`config.mk`:
```
export PLATFORM = sky130hd
export DESIGN_NAME = rcpps_top
export DESIGN_NICKNAME = d
export VERILOG_FILES = /design/src/rtl/rcpps_pwm_divider.v /design/src/rtl/rcpps_top.v
export VERILOG_INCLUDE_DIRS = /design/src /design/src/rtl
export SDC_FILE = /design/constraint.sdc
export NUM_CORES = 1
export LEC_CHECK = 0
export ABC_AREA = 0
export BUFFER_PORTS_ARGS = -buffer_cell sky130_fd_sc_hd__buf_2
export CORE_ASPECT_RATIO = 1.5
export CORE_MARGIN = 10
export CORE_UTILIZATION = 43
export DETAILED_ROUTE_END_ITERATION = 12
export HOLD_SLACK_MARGIN = 0.08
export PLACE_DENSITY_LB_ADDON = 0.3
export SKIP_CTS_REPAIR_TIMING = 1
export SYNTH_ARGS = -nofsm -noshare
export SYNTH_HDL_FRONTEND = slang
export SYNTH_HIERARCHICAL = 1
export SYNTH_SLANG_ARGS = --single-unit
export TNS_END_PERCENT = 100
```
`constraint.sdc`:
```
create_clock -name SYS_CLK -period 1.3 [get_ports SYS_CLK]
set_input_delay 0.065 -clock SYS_CLK [delete_from_list [all_inputs] [get_ports SYS_CLK]]
set_output_delay 0.065 -clock SYS_CLK [all_outputs]
set_load 0.01 [all_outputs]
```
`src/rtl/rcpps_regs.vh`:
```
// register offsets, field positions, reset values and divider codes of the run clock block
`ifndef RCPPS_REGS_VH
`define RCPPS_REGS_VH
`define RCPPS_RUN_CLOCK_CONFIG_ADDR 12'h060
`define RCPPS_ALT_CLOCK_CONFIG_ADDR 12'h070
`define RCPPS_STATUS_ADDR 12'h074
`define RCPPS_ADDR_W 12
`define RCPPS_PWM_DIV_ENABLE_BIT 20
`define RCPPS_PWM_DIV_HI 19
`define RCPPS_PWM_DIV_LO 17
`define RCPPS_PLL_POWER_DOWN_BIT 13
`define RCPPS_RSVD_ONE_BIT 12
`define RCPPS_MAIN_SRC_BIT 11
`define RCPPS_SYSCLK_DIVISOR_HI 26
`define RCPPS_SYSCLK_DIVISOR_LO 23
`define RCPPS_ALT_OVERRIDE_BIT 31
`define RCPPS_ALT_SYSCLK_DIVISOR_HI 28
`define RCPPS_ALT_SYSCLK_DIVISOR_LO 23
`define RCPPS_PWM_DIV_RESET 3'h7
`define RCPPS_SYSCLK_DIVISOR_RESET 4'hF
`define RCPPS_ALT_SYSCLK_DIVISOR_RESET 6'h0F
`define RCPPS_PWM_DIV_ENABLE_RESET 1'b0
`define RCPPS_PLL_POWER_DOWN_RESET 1'b1
`define RCPPS_MAIN_SRC_RESET 1'b1
`define RCPPS_ALT_OVERRIDE_RESET 1'b0
`define RCPPS_PWM_DIV_MAX_CODE 3'h5
`define RCPPS_WRITABLE_MASK 32'h079E2800
`define RCPPS_ALT_WRITABLE_MASK 32'h9F800000
`endif

```
`src/rtl/rcpps_pwm_divider.v`:
```
// power-of-two pwm clock pre-divider with edges aligned to the system clock
`timescale 1ns/1ns
module rcpps_pwm_divider (
  input wire clk, // system clock
  input wire rst, // synchronous reset, active high
  input wire [2:0] code, // divisor code
  output reg tick_q // one-cycle pulse every 2^(code+1) cycles, every 64 cycles for codes above 5
);
  `include "rcpps_regs.vh"
  reg [5:0] cnt_q;
  reg [5:0] cnt_d;
  reg [5:0] mask;
  always @* begin
    // codes above 4 all saturate at /64
    case (code)
      3'h0: mask = 6'h01;
      3'h1: mask = 6'h03;
      3'h2: mask = 6'h07;
      3'h3: mask = 6'h0F;
      3'h4: mask = 6'h1F;
      default: mask = 6'h3F;
    endcase
    cnt_d = cnt_q + 6'h01;
  end
  always @(posedge clk) begin
    if (rst) begin
      cnt_q <= 6'h00;
      tick_q <= 1'b0;
    end else begin
      cnt_q <= cnt_d;
      // binary counter keeps ratios power-of-two and edges on system edges
      tick_q <= ((cnt_d & mask) == 6'h00);
    end
  end
endmodule // rcpps_pwm_divider

```
`src/rtl/rcpps_top.v`:
```
// run clock configuration middle field: pwm pre-divider, pll power-down and source select
`timescale 1ns/1ns
module rcpps_top (
  input wire SYS_CLK, // system clock, 125 MHz
  input wire RST, // synchronous reset, active high
  input wire PSEL, // apb select
  input wire PENABLE, // apb enable
  input wire PWRITE, // apb direction
  input wire [11:0] PADDR, // apb byte address
  input wire [31:0] PWDATA, // apb write data
  output reg [31:0] PRDATA, // apb read data
  output reg PREADY, // apb ready
  output reg PSLVERR, // apb error on unmapped address
  output reg PLL_POWER_DOWN, // to pll power-down input
  output reg MAIN_CLOCK_SOURCE, // 1: oscillator drives system, 0: divided pll
  output reg SYSCLK_DIVISOR_USE, // 1: system divider in the clock path
  output reg [5:0] SYSCLK_DIVISOR, // effective system divisor code
  output reg PWM_TICK // pwm timing reference pulse
);
  `include "rcpps_regs.vh"

  // writable field storage and next values
  reg pwm_div_enable_q;
  reg pwm_div_enable_d;
  reg [2:0] pwm_clock_divisor_q;
  reg [2:0] pwm_clock_divisor_d;
  reg pll_power_down_q;
  reg pll_power_down_d;
  reg main_clock_source_q;
  reg main_clock_source_d;
  reg [3:0] sysclk_divisor_q;
  reg [3:0] sysclk_divisor_d;
  reg alt_config_override_q;
  reg alt_config_override_d;
  reg [5:0] alt_sysclk_divisor_q;
  reg [5:0] alt_sysclk_divisor_d;

  // bus response next values
  reg pready_d;
  reg pslverr_d;
  reg [31:0] prdata_d;
  reg [31:0] rdata_d;
  reg hit_d;
  reg [31:0] cfg_word;
  reg [31:0] alt_word;
  reg [31:0] status_word;

  // control output next values
  reg pll_pd_out_d;
  reg main_src_out_d;
  reg sysclk_divisor_use_d;
  reg [5:0] eff_div_d;
  reg pwm_tick_d;

  wire div_tick;
  wire setup;
  wire acc_phase;
  wire wr_en;
  wire sel_cfg;
  wire sel_alt;
  wire sel_status;
  wire cfg_wr;
  wire alt_wr;
  wire [31:0] cfg_wdata;
  wire [31:0] alt_wdata;

  assign setup = PSEL & ~PENABLE;
  assign acc_phase = PSEL & PENABLE & PREADY;
  assign wr_en = acc_phase & PWRITE;
  // exact decode, so no word aliases anywhere else in the address space
  assign sel_cfg = (PADDR == `RCPPS_RUN_CLOCK_CONFIG_ADDR);
  assign sel_alt = (PADDR == `RCPPS_ALT_CLOCK_CONFIG_ADDR);
  assign sel_status = (PADDR == `RCPPS_STATUS_ADDR);
  assign cfg_wr = wr_en & sel_cfg;
  assign alt_wr = wr_en & sel_alt;
  // reserved bits are masked off here, so they never reach storage
  assign cfg_wdata = PWDATA & `RCPPS_WRITABLE_MASK;
  assign alt_wdata = PWDATA & `RCPPS_ALT_WRITABLE_MASK;

  rcpps_pwm_divider u_div (
    .clk(SYS_CLK),
    .rst(RST),
    .code(pwm_clock_divisor_q),
    .tick_q(div_tick)
  );

  // readback words; reserved bits read as constants
  always @* begin
    cfg_word = 32'h00000000;
    cfg_word[`RCPPS_SYSCLK_DIVISOR_HI:`RCPPS_SYSCLK_DIVISOR_LO] = sysclk_divisor_q;
    cfg_word[`RCPPS_PWM_DIV_ENABLE_BIT] = pwm_div_enable_q;
    cfg_word[`RCPPS_PWM_DIV_HI:`RCPPS_PWM_DIV_LO] = pwm_clock_divisor_q;
    cfg_word[`RCPPS_PLL_POWER_DOWN_BIT] = pll_power_down_q;
    cfg_word[`RCPPS_RSVD_ONE_BIT] = 1'b1;
    cfg_word[`RCPPS_MAIN_SRC_BIT] = main_clock_source_q;
    alt_word = 32'h00000000;
    alt_word[`RCPPS_ALT_OVERRIDE_BIT] = alt_config_override_q;
    alt_word[`RCPPS_ALT_SYSCLK_DIVISOR_HI:`RCPPS_ALT_SYSCLK_DIVISOR_LO] = alt_sysclk_divisor_q;
    status_word = {26'h0, SYSCLK_DIVISOR};
  end

  // read mux and address hit
  always @* begin
    hit_d = sel_cfg | sel_alt | sel_status;
    rdata_d = 32'h00000000;
    if (sel_cfg) begin
      rdata_d = cfg_word;
    end else if (sel_alt) begin
      rdata_d = alt_word;
    end else if (sel_status) begin
      rdata_d = status_word;
    end
  end

  // no wait state: ready answers in the cycle after setup, answer registered
  always @* begin
    pready_d = setup;
    prdata_d = PRDATA;
    pslverr_d = 1'b0;
    if (setup) begin
      // writes return zero on the read bus
      prdata_d = PWRITE ? 32'h00000000 : rdata_d;
      pslverr_d = ~hit_d;
    end
  end

  always @(posedge SYS_CLK) begin
    if (RST) begin
      PREADY <= 1'b0;
      PRDATA <= 32'h00000000;
      PSLVERR <= 1'b0;
    end else begin
      PREADY <= pready_d;
      PRDATA <= prdata_d;
      PSLVERR <= pslverr_d;
    end
  end

  // only a completed access with a hit reaches the fields; status is read only
  always @* begin
    pwm_div_enable_d = pwm_div_enable_q;
    pwm_clock_divisor_d = pwm_clock_divisor_q;
    pll_power_down_d = pll_power_down_q;
    main_clock_source_d = main_clock_source_q;
    sysclk_divisor_d = sysclk_divisor_q;
    alt_config_override_d = alt_config_override_q;
    alt_sysclk_divisor_d = alt_sysclk_divisor_q;
    if (cfg_wr) begin
      pwm_div_enable_d = cfg_wdata[`RCPPS_PWM_DIV_ENABLE_BIT];
      pwm_clock_divisor_d = cfg_wdata[`RCPPS_PWM_DIV_HI:`RCPPS_PWM_DIV_LO];
      pll_power_down_d = cfg_wdata[`RCPPS_PLL_POWER_DOWN_BIT];
      main_clock_source_d = cfg_wdata[`RCPPS_MAIN_SRC_BIT];
      sysclk_divisor_d = cfg_wdata[`RCPPS_SYSCLK_DIVISOR_HI:`RCPPS_SYSCLK_DIVISOR_LO];
    end
    if (alt_wr) begin
      alt_config_override_d = alt_wdata[`RCPPS_ALT_OVERRIDE_BIT];
      alt_sysclk_divisor_d = alt_wdata[`RCPPS_ALT_SYSCLK_DIVISOR_HI:`RCPPS_ALT_SYSCLK_DIVISOR_LO];
    end
  end

  always @(posedge SYS_CLK) begin
    if (RST) begin
      pwm_div_enable_q <= `RCPPS_PWM_DIV_ENABLE_RESET;
      pwm_clock_divisor_q <= `RCPPS_PWM_DIV_RESET;
      pll_power_down_q <= `RCPPS_PLL_POWER_DOWN_RESET;
      main_clock_source_q <= `RCPPS_MAIN_SRC_RESET;
      sysclk_divisor_q <= `RCPPS_SYSCLK_DIVISOR_RESET;
      alt_config_override_q <= `RCPPS_ALT_OVERRIDE_RESET;
      alt_sysclk_divisor_q <= `RCPPS_ALT_SYSCLK_DIVISOR_RESET;
    end else begin
      pwm_div_enable_q <= pwm_div_enable_d;
      pwm_clock_divisor_q <= pwm_clock_divisor_d;
      pll_power_down_q <= pll_power_down_d;
      main_clock_source_q <= main_clock_source_d;
      sysclk_divisor_q <= sysclk_divisor_d;
      alt_config_override_q <= alt_config_override_d;
      alt_sysclk_divisor_q <= alt_sysclk_divisor_d;
    end
  end

  // effective divisor and control outputs, each launched from a flip-flop
  always @* begin
    if (alt_config_override_q) begin
      eff_div_d = alt_sysclk_divisor_q;
    end else begin
      eff_div_d = {2'b00, sysclk_divisor_q};
    end
    pll_pd_out_d = pll_power_down_q;
    main_src_out_d = main_clock_source_q;
    // divider is forced in whenever the pll is the source
    sysclk_divisor_use_d = ~main_clock_source_q;
    // undivided reference is a tick on every system edge
    if (pwm_div_enable_q) begin
      pwm_tick_d = div_tick;
    end else begin
      pwm_tick_d = 1'b1;
    end
  end

  always @(posedge SYS_CLK) begin
    if (RST) begin
      PLL_POWER_DOWN <= `RCPPS_PLL_POWER_DOWN_RESET;
      MAIN_CLOCK_SOURCE <= `RCPPS_MAIN_SRC_RESET;
      SYSCLK_DIVISOR_USE <= 1'b0;
      SYSCLK_DIVISOR <= {2'b00, `RCPPS_SYSCLK_DIVISOR_RESET};
      PWM_TICK <= 1'b0;
    end else begin
      PLL_POWER_DOWN <= pll_pd_out_d;
      MAIN_CLOCK_SOURCE <= main_src_out_d;
      SYSCLK_DIVISOR_USE <= sysclk_divisor_use_d;
      SYSCLK_DIVISOR <= eff_div_d;
      PWM_TICK <= pwm_tick_d;
    end
  end
endmodule // rcpps_top

```
### Word-level counts from Yosys, hierarchy flattened

Cells that the tools add are included.

| cells by class | value |
|---|---|
| equality and inequality tests | 7 |
| bitwise operators | 14 |
| multiplexer cells | 7 |
| reductions and logical operators | 4 |
| add/sub/neg operators | 1 |

Operators with widths:

| cell | count |
|---|---|
| two-way mux 32 bit | 3 |
| equality test 12 x 7 -> 1 bit, second input constant | 3 |
| case mux 6 bit (5 select lines) | 1 |
| adder 6 x 1 -> 6 bit, second input constant | 1 |
| AND 1 bit | 6 |
| AND 6 bit | 1 |
| equality test 3 x 2 -> 1 bit, second input constant | 2 |
| logical NOT 6 bit | 1 |
| two-way mux 6 bit | 1 |
| NOT 1 bit | 5 |
| two-way mux 4 bit | 1 |
| OR reduction 2 bit | 2 |
| equality test 3 x 1 -> 1 bit, second input constant | 1 |
| equality test 3 bit, second input constant | 1 |
| logical NOT 3 bit | 1 |
| OR 1 bit | 2 |
| two-way mux 1 bit | 1 |

| storage, ports and cells | value |
|---|---|
| input bits | 49 |
| bits in registers | 68 |
| output and inout bits | 44 |
| logic and storage cells | 51 |

### Longest topological paths before layout

| logic depth | value |
|---|---|
| word-level depth | 5 |
| mapped depth | 5 |
| gate-level depth less buffers | 5 |

### Cells and area by module

Netlist, hierarchy kept.

Modules (own cells, without submodules):

| module | cells an instance | times used | area an instance (sq um) | sequential area each (sq um) |
|---|---|---|---|---|
| rcpps_top | 212 | 1 | 2,004.4 | 980.9 |
| rcpps_pwm_divider | 34 | 1 | 309.0 | 140.1 |

### Worst setup path after synthesis

Ideal clock, no wire load.

| timing | value |
|---|---|
| kind | reg-to-reg |
| start | reg u_div.cnt_q[0] |
| end | reg u_div.tick_q |
| buffers on the path | 0 |
| setup time | 126 ps |
| data arrival time | 1,122 ps |
| setup slack | 52 ps |
| data required time | 1,174 ps |
| clock period less this slack | 1,248 ps |
| cell stages (with the launch flop) | 6 |
| cells stage by stage | dfxtp_1 -> ha_1 -> xor2_1 -> o21ba_1 -> a211oi_2 -> a211oi_1 |

| on the way | value |
|---|---|
| word-level cells in the longest chain between the ends | 3 |

Ends and longest elaborated chain:

| element | line | text |
|---|---|---|
| start, declared | rcpps_pwm_divider.v:10 | `reg [5:0] cnt_q;` |
| start signal, assigned | rcpps_pwm_divider.v:30 | `cnt_q <= cnt_d;` |
| adder 6 x 1 -> 6 bit | rcpps_pwm_divider.v:23 | `cnt_d = cnt_q + 6'h01;` |
| AND 6 bit | rcpps_pwm_divider.v:32 | `tick_q <= ((cnt_d & mask) == 6'h00);` |
| logical NOT 6 bit | rcpps_pwm_divider.v:32 |  |
| end signal, assigned | rcpps_pwm_divider.v:32 |  |
| end, declared | rcpps_pwm_divider.v:7 | `output reg tick_q` |

Every way passes these cells.
A chain may end at the register's enable or synchronous reset.

### Worst setup path in the final report

Same ends and word-level chain as after synthesis.

==> flow_summary.ini <==
[place]
pre_cts_slack_ns = 0.00202
place_congestion = 0.799
dp_hpwl_mm = 4.39
placed_area_um2 = 2720
portBuffers = 61

[drt]
drt-initial-drc-count = 90
postRouteAntennaNets = 0
dr.pass1.iters = 4
drc = 0
routed-via-count = 1949
post_drt_wl_per_cell_um = 14.8
vias_per_cell = 4.88
wirelength_mm = 5.90

[yosys]
synth_ff_type = dfxtp_1
yosysTopAreaCell = dfxtp_1
syn_area_per_cell_um2 = 9.40
synth-edff-count = 0
synth_area_leaders = dfxtp_1 48%, mux2i_1 11%, nand3_1 5.4%, nor2_1 5.2%, buf_4 3.9%
ys_seq_elements = 56
syn_inst = 246
async_flop_share_pct = 0
ys_seq_area_share_pct = 48.5
yosysWarnings = 6
synthesis.area_um2 = 2310
synth_cell_type_count = 39
synth_top_area_share_pct = 48.5

[die]
die_area_um2 = 8770
die_h_um = 110
start_util_pct = 44.8
placementRows = 32
ios = 93
die_x_um = 79.9
coreArea_um2 = 5160

[cts]
numCtsBuffers = 5
clock_sinks = 56
htreeDepth = 2
cts_tree = done
clock_path_buffers = 2
path_clk_slew_ns = 0.10
clk_latency_ns = 0.31
cts_root_buffer = clkbuf_8

[global_route]
grt_pass1_wl_mm = 8.68
grt_overflow = 0
grt_max_degree = 27
grt_usage_pct = 12.4
grt_pass1_vias = 1828
antenna_found_initial = 0

[sta]
setup_slack_ns = 0.0182
final-setup-viol-count = 0
rsz0062_at_grt = yes
fin_crit_ns = 1.28
clock.fmax_mhz = 780
finalHoldViolations = 0
maxSlewViolCount = 0
post-route-period-util_pct = 98.6
skew_ns = 0.00756

[worst_setup_path]
r2r_slack_ns = 0.02
critPathLaunchType = flip-flop
critPathKind = flip-flop to flip-flop
end_kind = flip-flop
critical_path_arrival_ns = 1.47
crit_required_ns = 1.49
crit_fanout = 3

[power_and_ir_drop]
irDropWorstVdd_uv = 718
p_leak_nw = 1.35
powerDensity_nw_per_um2 = 994
finalPower_mw = 2.98

[run]
maxCapViolCount = 0

[finish]
fill_cells = 483
layout-drive-gt1-share_pct = 29.6
postLayoutCellArea_um2 = 3000
diodes = 0
nets = 380
area_growth_syn_to_layout_pct = 29.8

[min_path]
hp-class = primary input to flip-flop

[status]
status = finished, final reports clean
==> cells in the mapped netlist (2+ instances only) <==
cell	number
o21ai_0	9
and3_1	2
nor4bb_1	2
nor2_1	32
nor4b_1	2
o41ai_1	6
xor2_1	4
o2bb2ai_1	5
and2_1	2
inv_1	11
buf_4	12
nor3_1	2
nand4_1	3
nand2_1	14
nor2b_1	3
o21a_1	2
mux2i_1	25
nand3_1	25
clkbuf_1	10
dfxtp_1	56
==> layer usage <==
layer	GRT usage, %	vias up	share of wire [%]
li1	-	994	-
met1	13.0	902	40
met2	22.3	51	53
met3	3.84	2	6.2
met4	5.05	0	0.97
met5	0	-	0
==> power breakdown <==
group          internal [mW]  switching, mW
clock                  0.434          0.533
sequential              1.73         0.0109
combinational          0.130          0.146
==> flip-flops by register name, indices dropped and copies added (netlist names), 3 cells and up <==
signal / flops
SYSCLK_DIVISOR: 6
alt_sysclk_divisor_q: 6
u_div/cnt_q: 6
PRDATA: 20
sysclk_divisor_q: 4
pwm_clock_divisor_q: 3
==> cell type report <==
class                           count  area [um^2]  area share [%]
Inverter                           11         41.3            1.38
Clock inverter                      1         7.51           0.250
Sequential cell                    56         1120            37.5
Multi-Input combinational cell    165         1080            36.0
Timing Repair Buffer               91          578            19.2
Tap cell                           68         85.1            2.83
Clock buffer                        7         86.3            2.88
==> final timing paths <==
kind / start / endpoint / cells after the start
setup reg to reg: u_div/cnt_q[0] / u_div/tick_q / 5
hold reg to reg: main_clock_source_q / SYSCLK_DIVISOR_USE / 1
setup / recovery: u_div/cnt_q[0] / u_div/tick_q / 5
hold / removal: PADDR[4] / PSLVERR / 3
==> cell usage in the layout, fill, tap and decap left out, types with 2 or more instances in the layout <==
cell / count
and2_1: 2
and3_1: 2
buf_2: 61
buf_4: 15
clkbuf_8: 6
conb_1: 12
dfxtp_1: 53
dfxtp_2: 3
dlygate4sd3_1: 14
inv_1: 11
mux2i_1: 25
nand2_1: 14
nand3_1: 24
nand4_1: 3
nor2_1: 32
nor2b_1: 3
nor3_1: 2
nor4b_1: 2
nor4bb_1: 2
o21a_1: 2
o21ai_0: 9
o2bb2ai_1: 5
o41ai_1: 6
xor2_1: 2
xor2_2: 2
==> per-stage QoR <==
step / hold slack [ns] / TNS, ns / util, % / std cells
after global placement: 0.310 / 0 / 52.7 / 376
after detailed placement: 0.319 / 0 / 52.7 / 376
final: 0.134 / 0 / 58.1 / 399
after CTS: -0.00826 / -0.0288 / 54.5 / 384
after global routing: 0.153 / -0.0489 / 58.1 / 399
after floorplan: 0.132 / 0 / - / 257
==> critical path, stage by stage, from the launching register on <==
cell      delay (ns)
dfxtp_2         0.36
ha_4            0.15
xor2_2          0.17
o21ba_1         0.18
a211oi_2        0.23
a211oi_1        0.07
==> logic make-up (layout without fill, tap and decap cells) <==
kind of cell | Yosys count | in the layout | synth area share, %
AO/OA/AOI/OAI | 27 | 27 | 8.76
XOR/XNOR | 4 | 4 | 1.51
adder cells (fa/ha/maj) | 1 | 1 | 0.541
buffers and inverters | 36 | 110 | 8.17
flip-flops | 56 | 56 | 48.5
multiplexers | 25 | 25 | 10.8
other | 1 | 12 | 0.162
AND/OR/NAND/NOR | 96 | 96 | 21.6
Power figures use the tool's default switching activity.
